===== src/pkg/ivp_pkg.sv =====
package ivp_pkg;

   // -----------------------------------------------------------------
   // Widths and table geometry
   // -----------------------------------------------------------------
   localparam int ADDR_W      = 13;
   localparam int NUM_SOURCES = 25;
   localparam int IDX_W       = 5;

   // -----------------------------------------------------------------
   // Fixed addresses and offsets
   // -----------------------------------------------------------------
   localparam logic [12:0] APP_RESET_ADDR  = 13'h0000;
   localparam logic [12:0] TABLE_FIRST_OFS = 13'h0001;
   localparam logic [12:0] BOOT_RESET_DEF  = 13'h0C00;
   localparam logic        FUSE_UNPROG     = 1'h1;

   // -----------------------------------------------------------------
   // Vector offsets, one word per source
   // -----------------------------------------------------------------
   localparam logic [12:0] OFS_EXT_REQ_ZERO   = 13'h0001;
   localparam logic [12:0] OFS_EXT_REQ_ONE    = 13'h0002;
   localparam logic [12:0] OFS_PIN_GROUP_ZERO = 13'h0003;
   localparam logic [12:0] OFS_PIN_GROUP_ONE  = 13'h0004;
   localparam logic [12:0] OFS_PIN_GROUP_TWO  = 13'h0005;
   localparam logic [12:0] OFS_WATCHDOG       = 13'h0006;
   localparam logic [12:0] OFS_T2_MATCH_A     = 13'h0007;
   localparam logic [12:0] OFS_T2_MATCH_B     = 13'h0008;
   localparam logic [12:0] OFS_T2_OVERFLOW    = 13'h0009;
   localparam logic [12:0] OFS_T1_CAPTURE     = 13'h000A;
   localparam logic [12:0] OFS_T1_MATCH_A     = 13'h000B;
   localparam logic [12:0] OFS_T1_MATCH_B     = 13'h000C;
   localparam logic [12:0] OFS_T1_OVERFLOW    = 13'h000D;
   localparam logic [12:0] OFS_T0_MATCH_A     = 13'h000E;
   localparam logic [12:0] OFS_T0_MATCH_B     = 13'h000F;
   localparam logic [12:0] OFS_T0_OVERFLOW    = 13'h0010;
   localparam logic [12:0] OFS_SERIAL_DONE    = 13'h0011;
   localparam logic [12:0] OFS_RX_DONE        = 13'h0012;
   localparam logic [12:0] OFS_TX_EMPTY       = 13'h0013;
   localparam logic [12:0] OFS_TX_DONE        = 13'h0014;
   localparam logic [12:0] OFS_ADC_DONE       = 13'h0015;
   localparam logic [12:0] OFS_EEPROM_READY   = 13'h0016;
   localparam logic [12:0] OFS_COMPARATOR     = 13'h0017;
   localparam logic [12:0] OFS_TWO_WIRE       = 13'h0018;
   localparam logic [12:0] OFS_STORE_READY    = 13'h0019;

   // -----------------------------------------------------------------
   // Interrupt source index (0 = external request zero)
   // -----------------------------------------------------------------
   typedef enum logic [4:0] {
      SRC_EXTERNAL_REQUEST_ZERO,
      SRC_EXTERNAL_REQUEST_ONE,
      SRC_PIN_CHANGE_GROUP_ZERO,
      SRC_PIN_CHANGE_GROUP_ONE,
      SRC_PIN_CHANGE_GROUP_TWO,
      SRC_WATCHDOG_TIMEOUT,
      SRC_T2_COMPARE_MATCH_A,
      SRC_T2_COMPARE_MATCH_B,
      SRC_T2_COUNTER_OVERFLOW,
      SRC_T1_INPUT_CAPTURE_EVENT,
      SRC_T1_COMPARE_MATCH_A,
      SRC_T1_COMPARE_MATCH_B,
      SRC_T1_COUNTER_OVERFLOW,
      SRC_T0_COMPARE_MATCH_A,
      SRC_T0_COMPARE_MATCH_B,
      SRC_T0_COUNTER_OVERFLOW,
      SRC_SERIAL_TRANSFER_COMPLETE,
      SRC_USART_RECEIVE_COMPLETE,
      SRC_TRANSMIT_BUFFER_EMPTY,
      SRC_USART_TRANSMIT_COMPLETE,
      SRC_ADC_CONVERSION_COMPLETE,
      SRC_EEPROM_READY_EVENT,
      SRC_ANALOG_COMPARATOR,
      SRC_TWO_WIRE_INTERFACE,
      SRC_PROGRAM_STORE_READY
   } ivp_source_t;

   // -----------------------------------------------------------------
   // Request from the core and answer to it
   // -----------------------------------------------------------------
   typedef struct packed {
      logic        reset_fetch;
      logic        irq_fetch;
      ivp_source_t source;
   } ivp_req_t;

   typedef struct packed {
      logic        valid;
      logic [12:0] addr;
   } ivp_vec_t;

endpackage


===== src/verilog/ivp_vector_gen.sv =====
// How it works
// - Unprogrammed boot-reset fuse: every reset kind vectors to word 0x000.
// - External request zero is offset 0x001, external request one 0x002.
// - Pin-change groups zero, one and two map to offsets 0x003, 0x004, 0x005.
// - Watchdog 0x006; second 8-bit timer match A, B, overflow 0x007-0x009.
// - The 16-bit timer capture, compare A, compare B, overflow are 0x00A-0x00D.
// - The first 8-bit timer compare A, compare B, overflow are 0x00E-0x010.
// - Serial done 0x011; USART receive, buffer empty, sent 0x012-0x014.
// - ADC 0x015, EEPROM 0x016, comparator 0x017, two-wire 0x018, store 0x019.
// - A programmed boot-reset fuse sends every reset to the boot reset address.
// - Fuse value 1 means unprogrammed and 0 means programmed.
// - With the vector-select bit set each interrupt vector is its offset plus boot start.
// - Table start is set apart from reset: 0x001, or boot address plus 0x001.
module ivp_vector_gen #(
   parameter logic [12:0] BOOT_RESET_ADDR = ivp_pkg::BOOT_RESET_DEF
) (
   input  wire logic              i_core_clk,
   input  wire logic              i_rst,
   input  wire ivp_pkg::ivp_req_t i_req,
   input  wire logic              i_boot_reset_select_fuse,
   input  wire logic              i_vector_table_in_boot_bit,
   output ivp_pkg::ivp_vec_t      o_vec
);

   // ----------------------------------------------------------------
   // Fuse pin synchroniser
   // ----------------------------------------------------------------
   // Fuse is a pin level: three stages, take it once stages 2 and 3 agree
   logic [2:0] fuse_sync;
   logic       fuse_level;
   wire  logic fuse_agree = (fuse_sync[1] == fuse_sync[2]);
   wire  logic next_fuse_level = fuse_agree ? fuse_sync[2] : fuse_level;

   always_ff @(posedge i_core_clk or posedge i_rst) begin
      if (i_rst) begin
         fuse_sync  <= {3{ivp_pkg::FUSE_UNPROG}};
         fuse_level <= ivp_pkg::FUSE_UNPROG;
      end else begin
         fuse_sync  <= {fuse_sync[1:0], i_boot_reset_select_fuse};
         fuse_level <= next_fuse_level;
      end
   end

   // ----------------------------------------------------------------
   // Address formation
   // ----------------------------------------------------------------
   // Spelled out per source, so a reordered enum cannot shift the table
   logic [12:0] src_ofs;

   always_comb begin
      unique case (i_req.source)
         ivp_pkg::SRC_EXTERNAL_REQUEST_ZERO:
            src_ofs = ivp_pkg::OFS_EXT_REQ_ZERO;
         ivp_pkg::SRC_EXTERNAL_REQUEST_ONE:
            src_ofs = ivp_pkg::OFS_EXT_REQ_ONE;
         ivp_pkg::SRC_PIN_CHANGE_GROUP_ZERO:
            src_ofs = ivp_pkg::OFS_PIN_GROUP_ZERO;
         ivp_pkg::SRC_PIN_CHANGE_GROUP_ONE:
            src_ofs = ivp_pkg::OFS_PIN_GROUP_ONE;
         ivp_pkg::SRC_PIN_CHANGE_GROUP_TWO:
            src_ofs = ivp_pkg::OFS_PIN_GROUP_TWO;
         ivp_pkg::SRC_WATCHDOG_TIMEOUT:
            src_ofs = ivp_pkg::OFS_WATCHDOG;
         ivp_pkg::SRC_T2_COMPARE_MATCH_A:
            src_ofs = ivp_pkg::OFS_T2_MATCH_A;
         ivp_pkg::SRC_T2_COMPARE_MATCH_B:
            src_ofs = ivp_pkg::OFS_T2_MATCH_B;
         ivp_pkg::SRC_T2_COUNTER_OVERFLOW:
            src_ofs = ivp_pkg::OFS_T2_OVERFLOW;
         ivp_pkg::SRC_T1_INPUT_CAPTURE_EVENT:
            src_ofs = ivp_pkg::OFS_T1_CAPTURE;
         ivp_pkg::SRC_T1_COMPARE_MATCH_A:
            src_ofs = ivp_pkg::OFS_T1_MATCH_A;
         ivp_pkg::SRC_T1_COMPARE_MATCH_B:
            src_ofs = ivp_pkg::OFS_T1_MATCH_B;
         ivp_pkg::SRC_T1_COUNTER_OVERFLOW:
            src_ofs = ivp_pkg::OFS_T1_OVERFLOW;
         ivp_pkg::SRC_T0_COMPARE_MATCH_A:
            src_ofs = ivp_pkg::OFS_T0_MATCH_A;
         ivp_pkg::SRC_T0_COMPARE_MATCH_B:
            src_ofs = ivp_pkg::OFS_T0_MATCH_B;
         ivp_pkg::SRC_T0_COUNTER_OVERFLOW:
            src_ofs = ivp_pkg::OFS_T0_OVERFLOW;
         ivp_pkg::SRC_SERIAL_TRANSFER_COMPLETE:
            src_ofs = ivp_pkg::OFS_SERIAL_DONE;
         ivp_pkg::SRC_USART_RECEIVE_COMPLETE:
            src_ofs = ivp_pkg::OFS_RX_DONE;
         ivp_pkg::SRC_TRANSMIT_BUFFER_EMPTY:
            src_ofs = ivp_pkg::OFS_TX_EMPTY;
         ivp_pkg::SRC_USART_TRANSMIT_COMPLETE:
            src_ofs = ivp_pkg::OFS_TX_DONE;
         ivp_pkg::SRC_ADC_CONVERSION_COMPLETE:
            src_ofs = ivp_pkg::OFS_ADC_DONE;
         ivp_pkg::SRC_EEPROM_READY_EVENT:
            src_ofs = ivp_pkg::OFS_EEPROM_READY;
         ivp_pkg::SRC_ANALOG_COMPARATOR:
            src_ofs = ivp_pkg::OFS_COMPARATOR;
         ivp_pkg::SRC_TWO_WIRE_INTERFACE:
            src_ofs = ivp_pkg::OFS_TWO_WIRE;
         ivp_pkg::SRC_PROGRAM_STORE_READY:
            src_ofs = ivp_pkg::OFS_STORE_READY;
         // Codes past the last source: land on the first table word
         default:
            src_ofs = ivp_pkg::TABLE_FIRST_OFS;
      endcase
   end

   // Fuse 1 means unprogrammed
   wire logic boot_reset = (fuse_level != ivp_pkg::FUSE_UNPROG);

   wire logic [12:0] reset_addr = boot_reset ? BOOT_RESET_ADDR
                                             : ivp_pkg::APP_RESET_ADDR;

   // Select bit comes from core logic on this clock, so no synchroniser
   wire logic [12:0] table_base = i_vector_table_in_boot_bit
                                  ? BOOT_RESET_ADDR
                                  : ivp_pkg::APP_RESET_ADDR;

   wire logic [12:0] irq_addr = table_base + src_ofs;

   // Reset fetch wins if both requested at once
   wire logic [12:0] next_addr = i_req.reset_fetch ? reset_addr
                                                   : irq_addr;
   wire logic next_valid = i_req.reset_fetch | i_req.irq_fetch;

   // ----------------------------------------------------------------
   // Output register
   // ----------------------------------------------------------------
   // Address holds after valid drops, so the core may latch it late
   always_ff @(posedge i_core_clk or posedge i_rst) begin
      if (i_rst) begin
         o_vec.valid <= 1'h0;
         o_vec.addr  <= ivp_pkg::APP_RESET_ADDR;
      end else begin
         o_vec.valid <= next_valid;
         if (next_valid) begin
            o_vec.addr <= next_addr;
         end
      end
   end

endmodule


===== config.mk =====
export PLATFORM = sky130hd
export DESIGN_NAME = ivp_vector_gen
export DESIGN_NICKNAME = d
export VERILOG_FILES = /design/src/pkg/ivp_pkg.sv /design/src/verilog/ivp_vector_gen.sv
export SDC_FILE = /design/constraint.sdc
export NUM_CORES = 1
export LEC_CHECK = 0
export ABC_CLOCK_PERIOD_IN_PS = 2400
export BUFFER_PORTS_ARGS = -buffer_cell sky130_fd_sc_hd__buf_2
export CAP_MARGIN = 15
export CORE_AREA = 3 3 40 42
export CTS_CLUSTER_SIZE = 14
export DETAILED_ROUTE_END_ITERATION = 8
export DIE_AREA = 0 0 43 45
export PLACE_DENSITY = 0.83
export SLEW_MARGIN = 0
export SYNTH_ARGS = -nofsm -noshare
export SYNTH_HDL_FRONTEND = slang
export SYNTH_SLANG_ARGS = --single-unit

===== constraint.sdc =====
create_clock -name i_core_clk -period 2.4 [get_ports i_core_clk]
set_input_delay 0.12 -clock i_core_clk [delete_from_list [all_inputs] [get_ports i_core_clk]]
set_output_delay 0.12 -clock i_core_clk [all_outputs]
set_load 0.1 [all_outputs]

==> results of run 1 <==
==> layout by cell type (no fill, tap or decap) <==
cell	synthesis	final
sky130_fd_sc_hd__a21oi_1	4	4
sky130_fd_sc_hd__nand2b_1	2	2
sky130_fd_sc_hd__o31ai_2	1	1
sky130_fd_sc_hd__clkbuf_1	0	1
sky130_fd_sc_hd__buf_2	0	18
sky130_fd_sc_hd__dfstp_2	4	4
sky130_fd_sc_hd__o21ai_0	1	1
sky130_fd_sc_hd__a311oi_1	1	1
sky130_fd_sc_hd__dfrtp_1	7	7
sky130_fd_sc_hd__maj3_1	1	1
sky130_fd_sc_hd__a31oi_1	1	1
sky130_fd_sc_hd__conb_1	1	6
sky130_fd_sc_hd__nand3_1	1	1
sky130_fd_sc_hd__ha_1	3	3
sky130_fd_sc_hd__o21ai_2	1	1
sky130_fd_sc_hd__clkbuf_4	0	3
sky130_fd_sc_hd__nand2_1	4	4
sky130_fd_sc_hd__nor2b_1	2	2
sky130_fd_sc_hd__a211oi_1	1	1
sky130_fd_sc_hd__nor2_1	2	2
sky130_fd_sc_hd__inv_1	4	4
sky130_fd_sc_hd__dlygate4sd3_1	0	2
sky130_fd_sc_hd__and4b_1	1	1
sky130_fd_sc_hd__o2111ai_1	1	1
sky130_fd_sc_hd__and2b_1	1	1
==> worst paths after layout <==
kind / start / end / depth (start not counted)
max: o_vec[1] / o_vec[1] / 1
min: i_req[0] / o_vec[0] / 2
max reg2reg: o_vec[10] / o_vec[10] / 3
min reg2reg: fuse_sync[0] / fuse_sync[1] / 0
max in group asynchronous: i_rst / fuse_sync[0] / 3
min in group asynchronous: i_rst / o_vec[4] / 3
==> power groups by stage <==
stage	Clock [mW]	Combinational (mW)	Sequential [mW]
detailed placement	0	0.166	0.210
global placement	0	0.164	0.210
finish	0.120	0.168	0.207
floorplan	0	0.0907	0.268
global route	0.134	0.175	0.208
CTS	0.127	0.169	0.207
==> area by class of cell <==
class,count,area (sq um),area share (%)
inverter,4,15.0,2.25
sequential,11,280,41.9
multi-input combinational,34,218,32.6
tap,15,18.8,2.81
clock buffer,4,26.3,3.93
timing repair buffer,20,110,16.5
==> stage by stage <==
stage | hold slack (ns) | std cells | setup slack (ns) | total power, mW | area, sq um
global route | 0.0973 | 88 | 1.17 | 0.517 | 668
finish | 0.0935 | 88 | 1.22 | 0.495 | 668
global placement | 0.113 | 82 | 1.46 | 0.374 | 622
detailed placement | 0.119 | 82 | 1.44 | 0.376 | 622
floorplan | -0.0304 | 57 | 0.946 | 0.359 | 573
CTS | 0.0853 | 88 | 1.22 | 0.502 | 668
==> registers in the layout, summed over array words and instances (netlist names) <==
signal / flops
o_vec: 7
fuse_sync: 3
fuse_level: 1
==> logic make-up (layout without fill, tap and decap cells) <==
| family | Yosys count | in the layout |
|---|---|---|
| other | 1 | 6 |
| AND/OR/NAND/NOR | 13 | 13 |
| adder cells (fa/ha/maj) | 4 | 4 |
| AO/OA/AOI/OAI | 11 | 11 |
| buffers and inverters | 12 | 28 |
| flip-flops | 11 | 11 |
==> metal layers <==
layer	wire, um	vias to the layer above	part of all wire (%)	track usage (%)
met5	0	-	0	0
met4	7	0	0.72	3.61
met3	75	2	7.7	6.37
met2	516	14	53	18.3
met1	371	187	38	10.7
li1	-	204	-	-
==> metrics list, run 1 <==
- The run finished with clean final reports.
- Final hold violations: 0
- DR vias/cell: 4.63
- Hold WC Path Type: input port to flop
* Minimum clock period: 1.18 ns
* Die span in x: 43 um
- Counting flops and latches in the post-synthesis netlist gives 11.
* Largest cells by area after synthesis: sky130_fd_sc_hd__dfrtp_1, sky130_fd_sc_hd__dfstp_2, sky130_fd_sc_hd__buf_4, sky130_fd_sc_hd__ha_1, sky130_fd_sc_hd__a21oi_1
- DRC violation count after routing: 0
- # port buffers: 18
* XOR/XNOR share of the synthesized area: 0%
- Cells fill roughly half of the core in the end.
* Sink Count: 11
* Count of cells resized by post-cts repair: 0
* CTS clock-pin slew for the worst setup and hold paths: 0.06 ns
- The slowest stage of the critical path belongs to the cell sky130_fd_sc_hd__buf_2.
* Aggregate negative setup slack: 0 ns
- Static timing analysis puts the maximum clock frequency at ~850 MHz.
- After detailed routing, the average wire length per cell comes to 11.0 um.
- Setup repair after global routing missed its margin: false
- Counting distinct cell types in the post-synthesis netlist gives 22.
* Leakage power figure: ~0.34 nW
* Count of maximum capacitance violations: 0
- Global routing used 10.6% of the available tracks.
* Synthesized-area fraction occupied by and/or/nand/nor cells: 12.6%
* Cell Area, Synth: roughly 550 sq um
- Antenna diodes: 0
- Each instance of the synthesized netlist takes up on average 10.7 sq um.
* Maximum fanout along the worst path: 2
- Part of the total power dissipated in sequential elements: 41.7%
- Yosys instantiated no cell more often than sky130_fd_sc_hd__buf_4.
* Grt total ovfl: 0
- In this run the post-CTS setup repair buffer count came out at 0.
- Cell Chain, Critical Path: buf_2
- Ys async rst share: 100%
- Broken down by cell family, the worst path's largest delay share belongs to buffers and inverters.
* Number of buffers created by CTS: 3
* Number of instances in the synthesized netlist: 52
* Seq/Total Area, Yosys: 50.6%
- The initial utilization of the core area, before any placement, comes to 43.1%.
- The via count of the first global-routing pass was 348.
- Core Footprint: 1280 sq um
- Clock skew on the completed layout was measured at 0.00226 ns.
- Number of top-level design ports: 25
- H-tree levels: 1
- TritonCTS built the clock tree.
- Compared with the post-synthesis result, the final layout area differs by 20.5%.
- Routability-driven placement congestion ratio: just under 0.7
* Max Buffers Root-to-Sink: 2
- Counting the fill cells in the layout gives 124.
- On the worst path, the slowest cell contributes a delay of 0.43 ns.
- The tree is rooted in a sky130_fd_sc_hd__clkbuf_4.
- Cells with a size suffix above 1 make up between 30% and 40% of the layout.
* Global-route wire length before repair: 1440 um
- Most area-hungry cell type in the Yosys netlist: sky130_fd_sc_hd__dfrtp_1
- Wires add up to 971 um.
- Total power per unit cell area: roughly 740 nW/um^2
* Y dimension of the die: 45 um
- In this run, the combinational gates consume 34.0% of the power.
- Relative contribution of the clock network to total power: 24.3%
- Worst skew pair latency: 0.26 ns
- After synthesis, the largest family of logic cells by area is compound AO/OA/AOI/OAI gates.
- Total net switching power: 204 uW
- Switching power as a share of total power: 41.1%
- The internal portion of the total power is 292 uW.
* Hold-fix buffer count after cts: 2
- The commonest cells after synthesis are sky130_fd_sc_hd__buf_4, sky130_fd_sc_hd__dfrtp_1.
* Flop2flop setup slack: approximately 1.5 ns
- Once detail routing completed, the nets flagged for antenna violations numbered 0.
- The number of buffers and inverters on the critical path is 1.
- Number of enable flip-flop cells after synthesis: 0
- Arrival time of data at the critical path endpoint: 1.06 ns
* Setup-violating endpoint count in the final report: 0
- Required time at the worst-slack endpoint: 2.28 ns
- In this run the core area contains 13 standard-cell rows.
- 1st-pass router iterations: 4
- Once detailed placement completed, the half-perimeter wirelength came to 713 um.
- IR analysis of the VDD net gives a maximum drop of ~0.44 mV.
- Synthesized-area fraction occupied by adder cells: under 10%
- Summing the areas of all compound-gate instances in the mapped netlist gives 14.0% of the synthesized area.
* Final period util: 49.0%
- The worst setup path is captured at an output port.
- The number of antenna violations at the first check in global routing came to 0.
- The most used flip-flop cell after synthesis is sky130_fd_sc_hd__dfrtp_1.
- At the end of the flow, the number of nets in the layout was between 80 and 90.
* Via count: 407
- Multiplexer share of the synthesized area: 0%
- Initial detailed-routing violation count: 2
* Critical path class: flop to output port
- Warnings from Yosys: 0
- Entering global routing, the biggest net connects 12 pins.
* Slew Viols, Final: 0
- The synthesized design devotes to its leading area cell type 31.6% of total area.
* Full die area: 1940 sq um
- Kind of start point of the critical path: flop
(Power assumes the default switching activity.)
==> inputs of run 2 (changes only) <==
--- a/config.mk
+++ b/config.mk
@@ -5,14 +5,15 @@
 export SDC_FILE = /design/constraint.sdc
 export NUM_CORES = 1
 export LEC_CHECK = 0
-export ABC_CLOCK_PERIOD_IN_PS = 2400
+export ABC_AREA = 1
+export ABC_CLOCK_PERIOD_IN_PS = 1200
 export BUFFER_PORTS_ARGS = -buffer_cell sky130_fd_sc_hd__buf_2
 export CAP_MARGIN = 15
-export CORE_AREA = 3 3 40 42
+export CORE_AREA = 3 3 41 43
 export CTS_CLUSTER_SIZE = 14
 export DETAILED_ROUTE_END_ITERATION = 8
-export DIE_AREA = 0 0 43 45
-export PLACE_DENSITY = 0.83
+export DIE_AREA = 0 0 44 46
+export PLACE_DENSITY = 0.81
 export SLEW_MARGIN = 0
 export SYNTH_ARGS = -nofsm -noshare
 export SYNTH_HDL_FRONTEND = slang
==> constraint.sdc (replaced) <==
create_clock -name i_core_clk -period 1.2 [get_ports i_core_clk]
set_input_delay 0.06 -clock i_core_clk [delete_from_list [all_inputs] [get_ports i_core_clk]]
set_output_delay 0.06 -clock i_core_clk [all_outputs]
set_load 0.1 [all_outputs]
==> run 2 against run 1 <==
Largest power group unchanged. Critical endpoint is now o_vec[10]. Critical path depth unchanged. Area after synthesis increased by 3.4%. Count of clock-buffer cells in the layout unchanged. Worst hold slack got worse by 0.045 ns.
==> metrics list, run 2 <==
* Status: completed
- Number of nets with antenna violations after detailed routing: 0 (unchanged)
- Full die area: 2020 sq um (+4.6%)
- The xor and xnor area share after synthesis came to 0% (unchanged).
- The multiplexer share of the synthesized area came to 0% (unchanged).
- Top reg by flops: o_vec
- Endpoint of the worst hold-timing path: o_vec[13]
* Final Net Count: 101 (+15%)
- The startpoint identified for the worst hold timing path is i_req[5].
* Setup repair after global routing missed its margin: false
- The worst setup path is launched from a flop.
* Antenna diodes: 0 (unchanged)
- Final worst setup slack: 0.0876 ns (-1.14 ns)
- Final period util: 92.7%
- The critical path arrival came to 1.05 ns (about the same).
* Hold WC Path Type: input port to flop
* Leading cell types in the layout, fill and taps excluded: sky130_fd_sc_hd__nand2_1, sky130_fd_sc_hd__buf_2, sky130_fd_sc_hd__inv_1, sky130_fd_sc_hd__conb_1, sky130_fd_sc_hd__dfrtp_1
* Synthesis-stage register bit count: 11 (unchanged)
- The max-capacitance violation count is 0 (unchanged).
- Die span in x: 44 um (+2.3%)
- The clock period could shrink to 1.11 ns.
* Final hold violations: 0 (unchanged)
- Synthesized area per cell: 8.95 sq um (-16%)
- The worst-case clock buffer depth came to 2 (unchanged).
- Cell Chain, Critical Path: buf_2
* Total chip power: 1.00 mW (+100%)
* Worst path max stage delay: 0.42 ns (about the same)
- Total power per unit cell area: 1440 nW/um^2 (+94%)
- The via count of the first global-routing pass came to 411 (+18%).
- Cell Area, Synth: 573 sq um (+3.4%)
* Post-Place Setup Slack: 0.357 ns (-1.09 ns)
- Grt total ovfl: 0 (unchanged)
- The post-CTS repair timing setup buffer count was 0 (unchanged).
- The routed via count divided by cell count is 4.28 (-7.5%).
* Synthesized-area fraction occupied by and/or/nand/nor cells: 19.0% (+6.4 points)
- The sequential fraction of design power came to 41.4% (-0.3 points).
* Warnings from Yosys: 0 (unchanged)
- The power spent charging and discharging nets came to 419 uW (+110%).
- Dominant combinational cell family by area after synthesis: simple AND/OR/NAND/NOR gates
- Area Growth Syn to Fin: 21.4%
- Sink Count: 11 (unchanged)
- The kind of cell with the highest combined delay along the critical path is buffers and inverters.
- Number of enable flip-flop cells after synthesis: 0 (unchanged)
- 1st-pass router iterations: 4 (unchanged)
- The maximum resistive drop on vdd was 0.807 mV (+82%).
* Most common flop cell mapped by yosys: sky130_fd_sc_hd__dfrtp_1
- The final sum of negative setup slack came to 0 ns (unchanged).
* Maximum fanout along the worst path: 3 (+1)
- Overall Global Routing Usage: 11.5% (+0.91 points)
- The number of violations reported at the end of detailed-routing iteration 0 is 3 (+1).
- Largest cells by area after synthesis: sky130_fd_sc_hd__dfrtp_1, sky130_fd_sc_hd__dfstp_2, sky130_fd_sc_hd__nand2_1, sky130_fd_sc_hd__buf_4, sky130_fd_sc_hd__ha_1
- The area of the core region is 1330 sq um (+3.8%).
- sky130_fd_sc_hd__dfrtp_1 takes more of the synthesized area than any other cell.
* Worst skew pair latency: 0.26 ns (about the same)
* Sum of net half-perimeters after detailed placement: 791 um (+11%)
* Slowest CP cell: sky130_fd_sc_hd__buf_2
* Most frequent cell after synthesis: sky130_fd_sc_hd__nand2_1
- The global-route wire length before repair is 1640 um (+14%).
- Critical path buffers and inverters: 1 (unchanged)
* Clock tree from TritonCTS: done
- Synth cell count leaders: sky130_fd_sc_hd__nand2_1, sky130_fd_sc_hd__buf_4, sky130_fd_sc_hd__dfrtp_1
- Top Registers: o_vec: 7 flops, fuse_sync: 3 flops, fuse_level: 1 flops
- Number of buffers created by CTS: 3 (unchanged)
* Worst hold slack after final layout: 0.0486 ns (-0.0449 ns)
- The number of flip-flops in the largest register is 7 (unchanged).
- CTS clock-pin slew for the worst setup and hold paths: 0.07 ns (about the same)
* DRC violation count after routing: 0 (unchanged)
- Seq/Total Area, Yosys: 48.9% (-1.7 points)
* Critical path class: flop to output port
* Number of fill cells: 133 (+7.3%)
- Post-synthesis cell type count: 18 (-18%)
* Logic gate share of total power: 34.5% (+0.5 points)
- Pin count of the biggest net entering global routing: 12 (unchanged)
- The fraction of layout cells with a size suffix above 1 was 40.7% (+3.7 points).
* Required time at the worst-slack endpoint: 1.14 ns (-1.14 ns)
- The number of cells on the worst hold path was 3 (+1).
* Slew Viols, Final: 0 (unchanged)
* Initial antenna violation count: 0 (unchanged)
- H-tree levels: 1 (unchanged)
- The worst register-to-register path ends at o_vec[10].
- Switching power as a share of total power: 41.8% (+0.69 points)
- The per-cell routed wire length was 9.79 um (-11%).
* Synthesized-area fraction occupied by adder cells: 8.30% (-0.28 points)
- The worst-case clock skew was 0.00686 ns (+0.00461 ns).
* Wire length after detailed routing: 989 um (+1.9%)
* Relative contribution of the clock network to total power: 24.1% (-0.2 points)
- The placer congestion estimate came to 0.730 (+8.2%).
* Number of top-level design ports: 25 (unchanged)
* Flop2flop setup slack: 0.35 ns (-1.14 ns)
- The initial core utilization came to 43.0% (-0.17 points).
* Leakage power figure: 0.389 nW (+15%)
* Buffer cell driving the clock tree root: sky130_fd_sc_hd__clkbuf_4
- Number of instances in the synthesized netlist: 64 (+23%)
- The worst setup path is captured at an output port.
- In this run the critical register-to-register path is launched from fuse_level.
- The count of endpoints failing setup in the final report is 0 (unchanged).
* Cell depth of the worst flop-to-flop path: 3 (unchanged)
* Y dimension of the die: 46 um (+2.2%)
* Placement Rows: 13 (unchanged)
- Cell-internal power: 583 uW (+100%)
- Maximum achievable frequency: ~900 MHz
* Ys async rst share: 100% (unchanged)
- The fraction of post-synthesis cell area in the top cell type by area came to 30.6% (-1.0 points).
- Via count: 432 (+6.1%)
- The count of port buffers added during placement was 18 (unchanged).
- Post-synthesis compound-gate area fraction: 8.08% (-5.9 points)
==> run 2: cell types whose count changed in the layout (fill, tap and decap cells not counted), moves of 2 or more <==
cell                       before  now
sky130_fd_sc_hd__nand2_2        0    2
sky130_fd_sc_hd__a21oi_1        4    1
sky130_fd_sc_hd__nor2b_1        2    0
sky130_fd_sc_hd__inv_2          0    3
sky130_fd_sc_hd__nand2_1        4   18
sky130_fd_sc_hd__nand2b_1       2    0
sky130_fd_sc_hd__inv_1          4    6
==> run 2: worst max-delay path by stage <==
stage	startpoint	to	slack (ns)	cells past startpoint
detailed placement	i_req[0]	o_vec[4]	0.36	7
CTS	o_vec[10]	o_vec[10]	0.07	1
finish	o_vec[10]	o_vec[10]	0.09	1
global placement	o_vec[10]	o_vec[11]	0.38	1
floorplan	o_vec[2]	o_vec[2]	0.01	2
global route	o_vec[0]	o_vec[0]	0.05	1
==> run 2: tightest hold or removal path: cells and delay by family <==
family	cells	cell delay (ns)
buffers and inverters	2	0.17
AND/OR/NAND/NOR	1	0.06
==> run 2: what timing repair did <==
action                                 CTS  global route
endpoints found under the hold margin    8             0
hold buffers                             2             0
setup endpoints to repair                0             0
resized for setup                        0             0
==> run 2: final cells by class <==
type / instances / area (sq um) / area share, %
clock buffer: 4 / 26.3 / 3.78
inverter: 9 / 33.8 / 4.86
multi-input combinational: 42 / 225 / 32.4
sequential: 11 / 282 / 40.5
tap: 15 / 18.8 / 2.70
timing repair buffer: 20 / 110 / 15.8
==> run 2: cell families after synthesis <==
family / count (synthesis)
other cells: 1
buf+inv: 16
fa+ha+maj: 4
flops: 11
simple gates: 25
compound gates: 7
==> run 2: per-stage QoR <==
stage          std cells  area (sq um)  util [%]
2_1_floorplan         69           593         -
3_3_place_gp          95           649      48.7
3_5_place_dp          95           649      48.7
4_1_cts              101           696      52.2
5_1_grt              101           696      52.2
6_report             101           696      52.2
==> run 2: power by group through the flow <==
stage	clock network [mW]	logic [mW]	registers, mW
after floorplan	0	0.185	0.540
after global placement	0	0.339	0.420
after detailed placement	0	0.343	0.421
after CTS	0.257	0.348	0.415
after global routing	0.280	0.363	0.418
final	0.242	0.346	0.415
==> run 2: routing by layer <==
metal / wire, um / GRT usage (%)
met1: 430 / 13.7
met3: 91 / 5.93
met5: 0 / 0
met4: 14 / 6.02
met2: 452 / 16.9
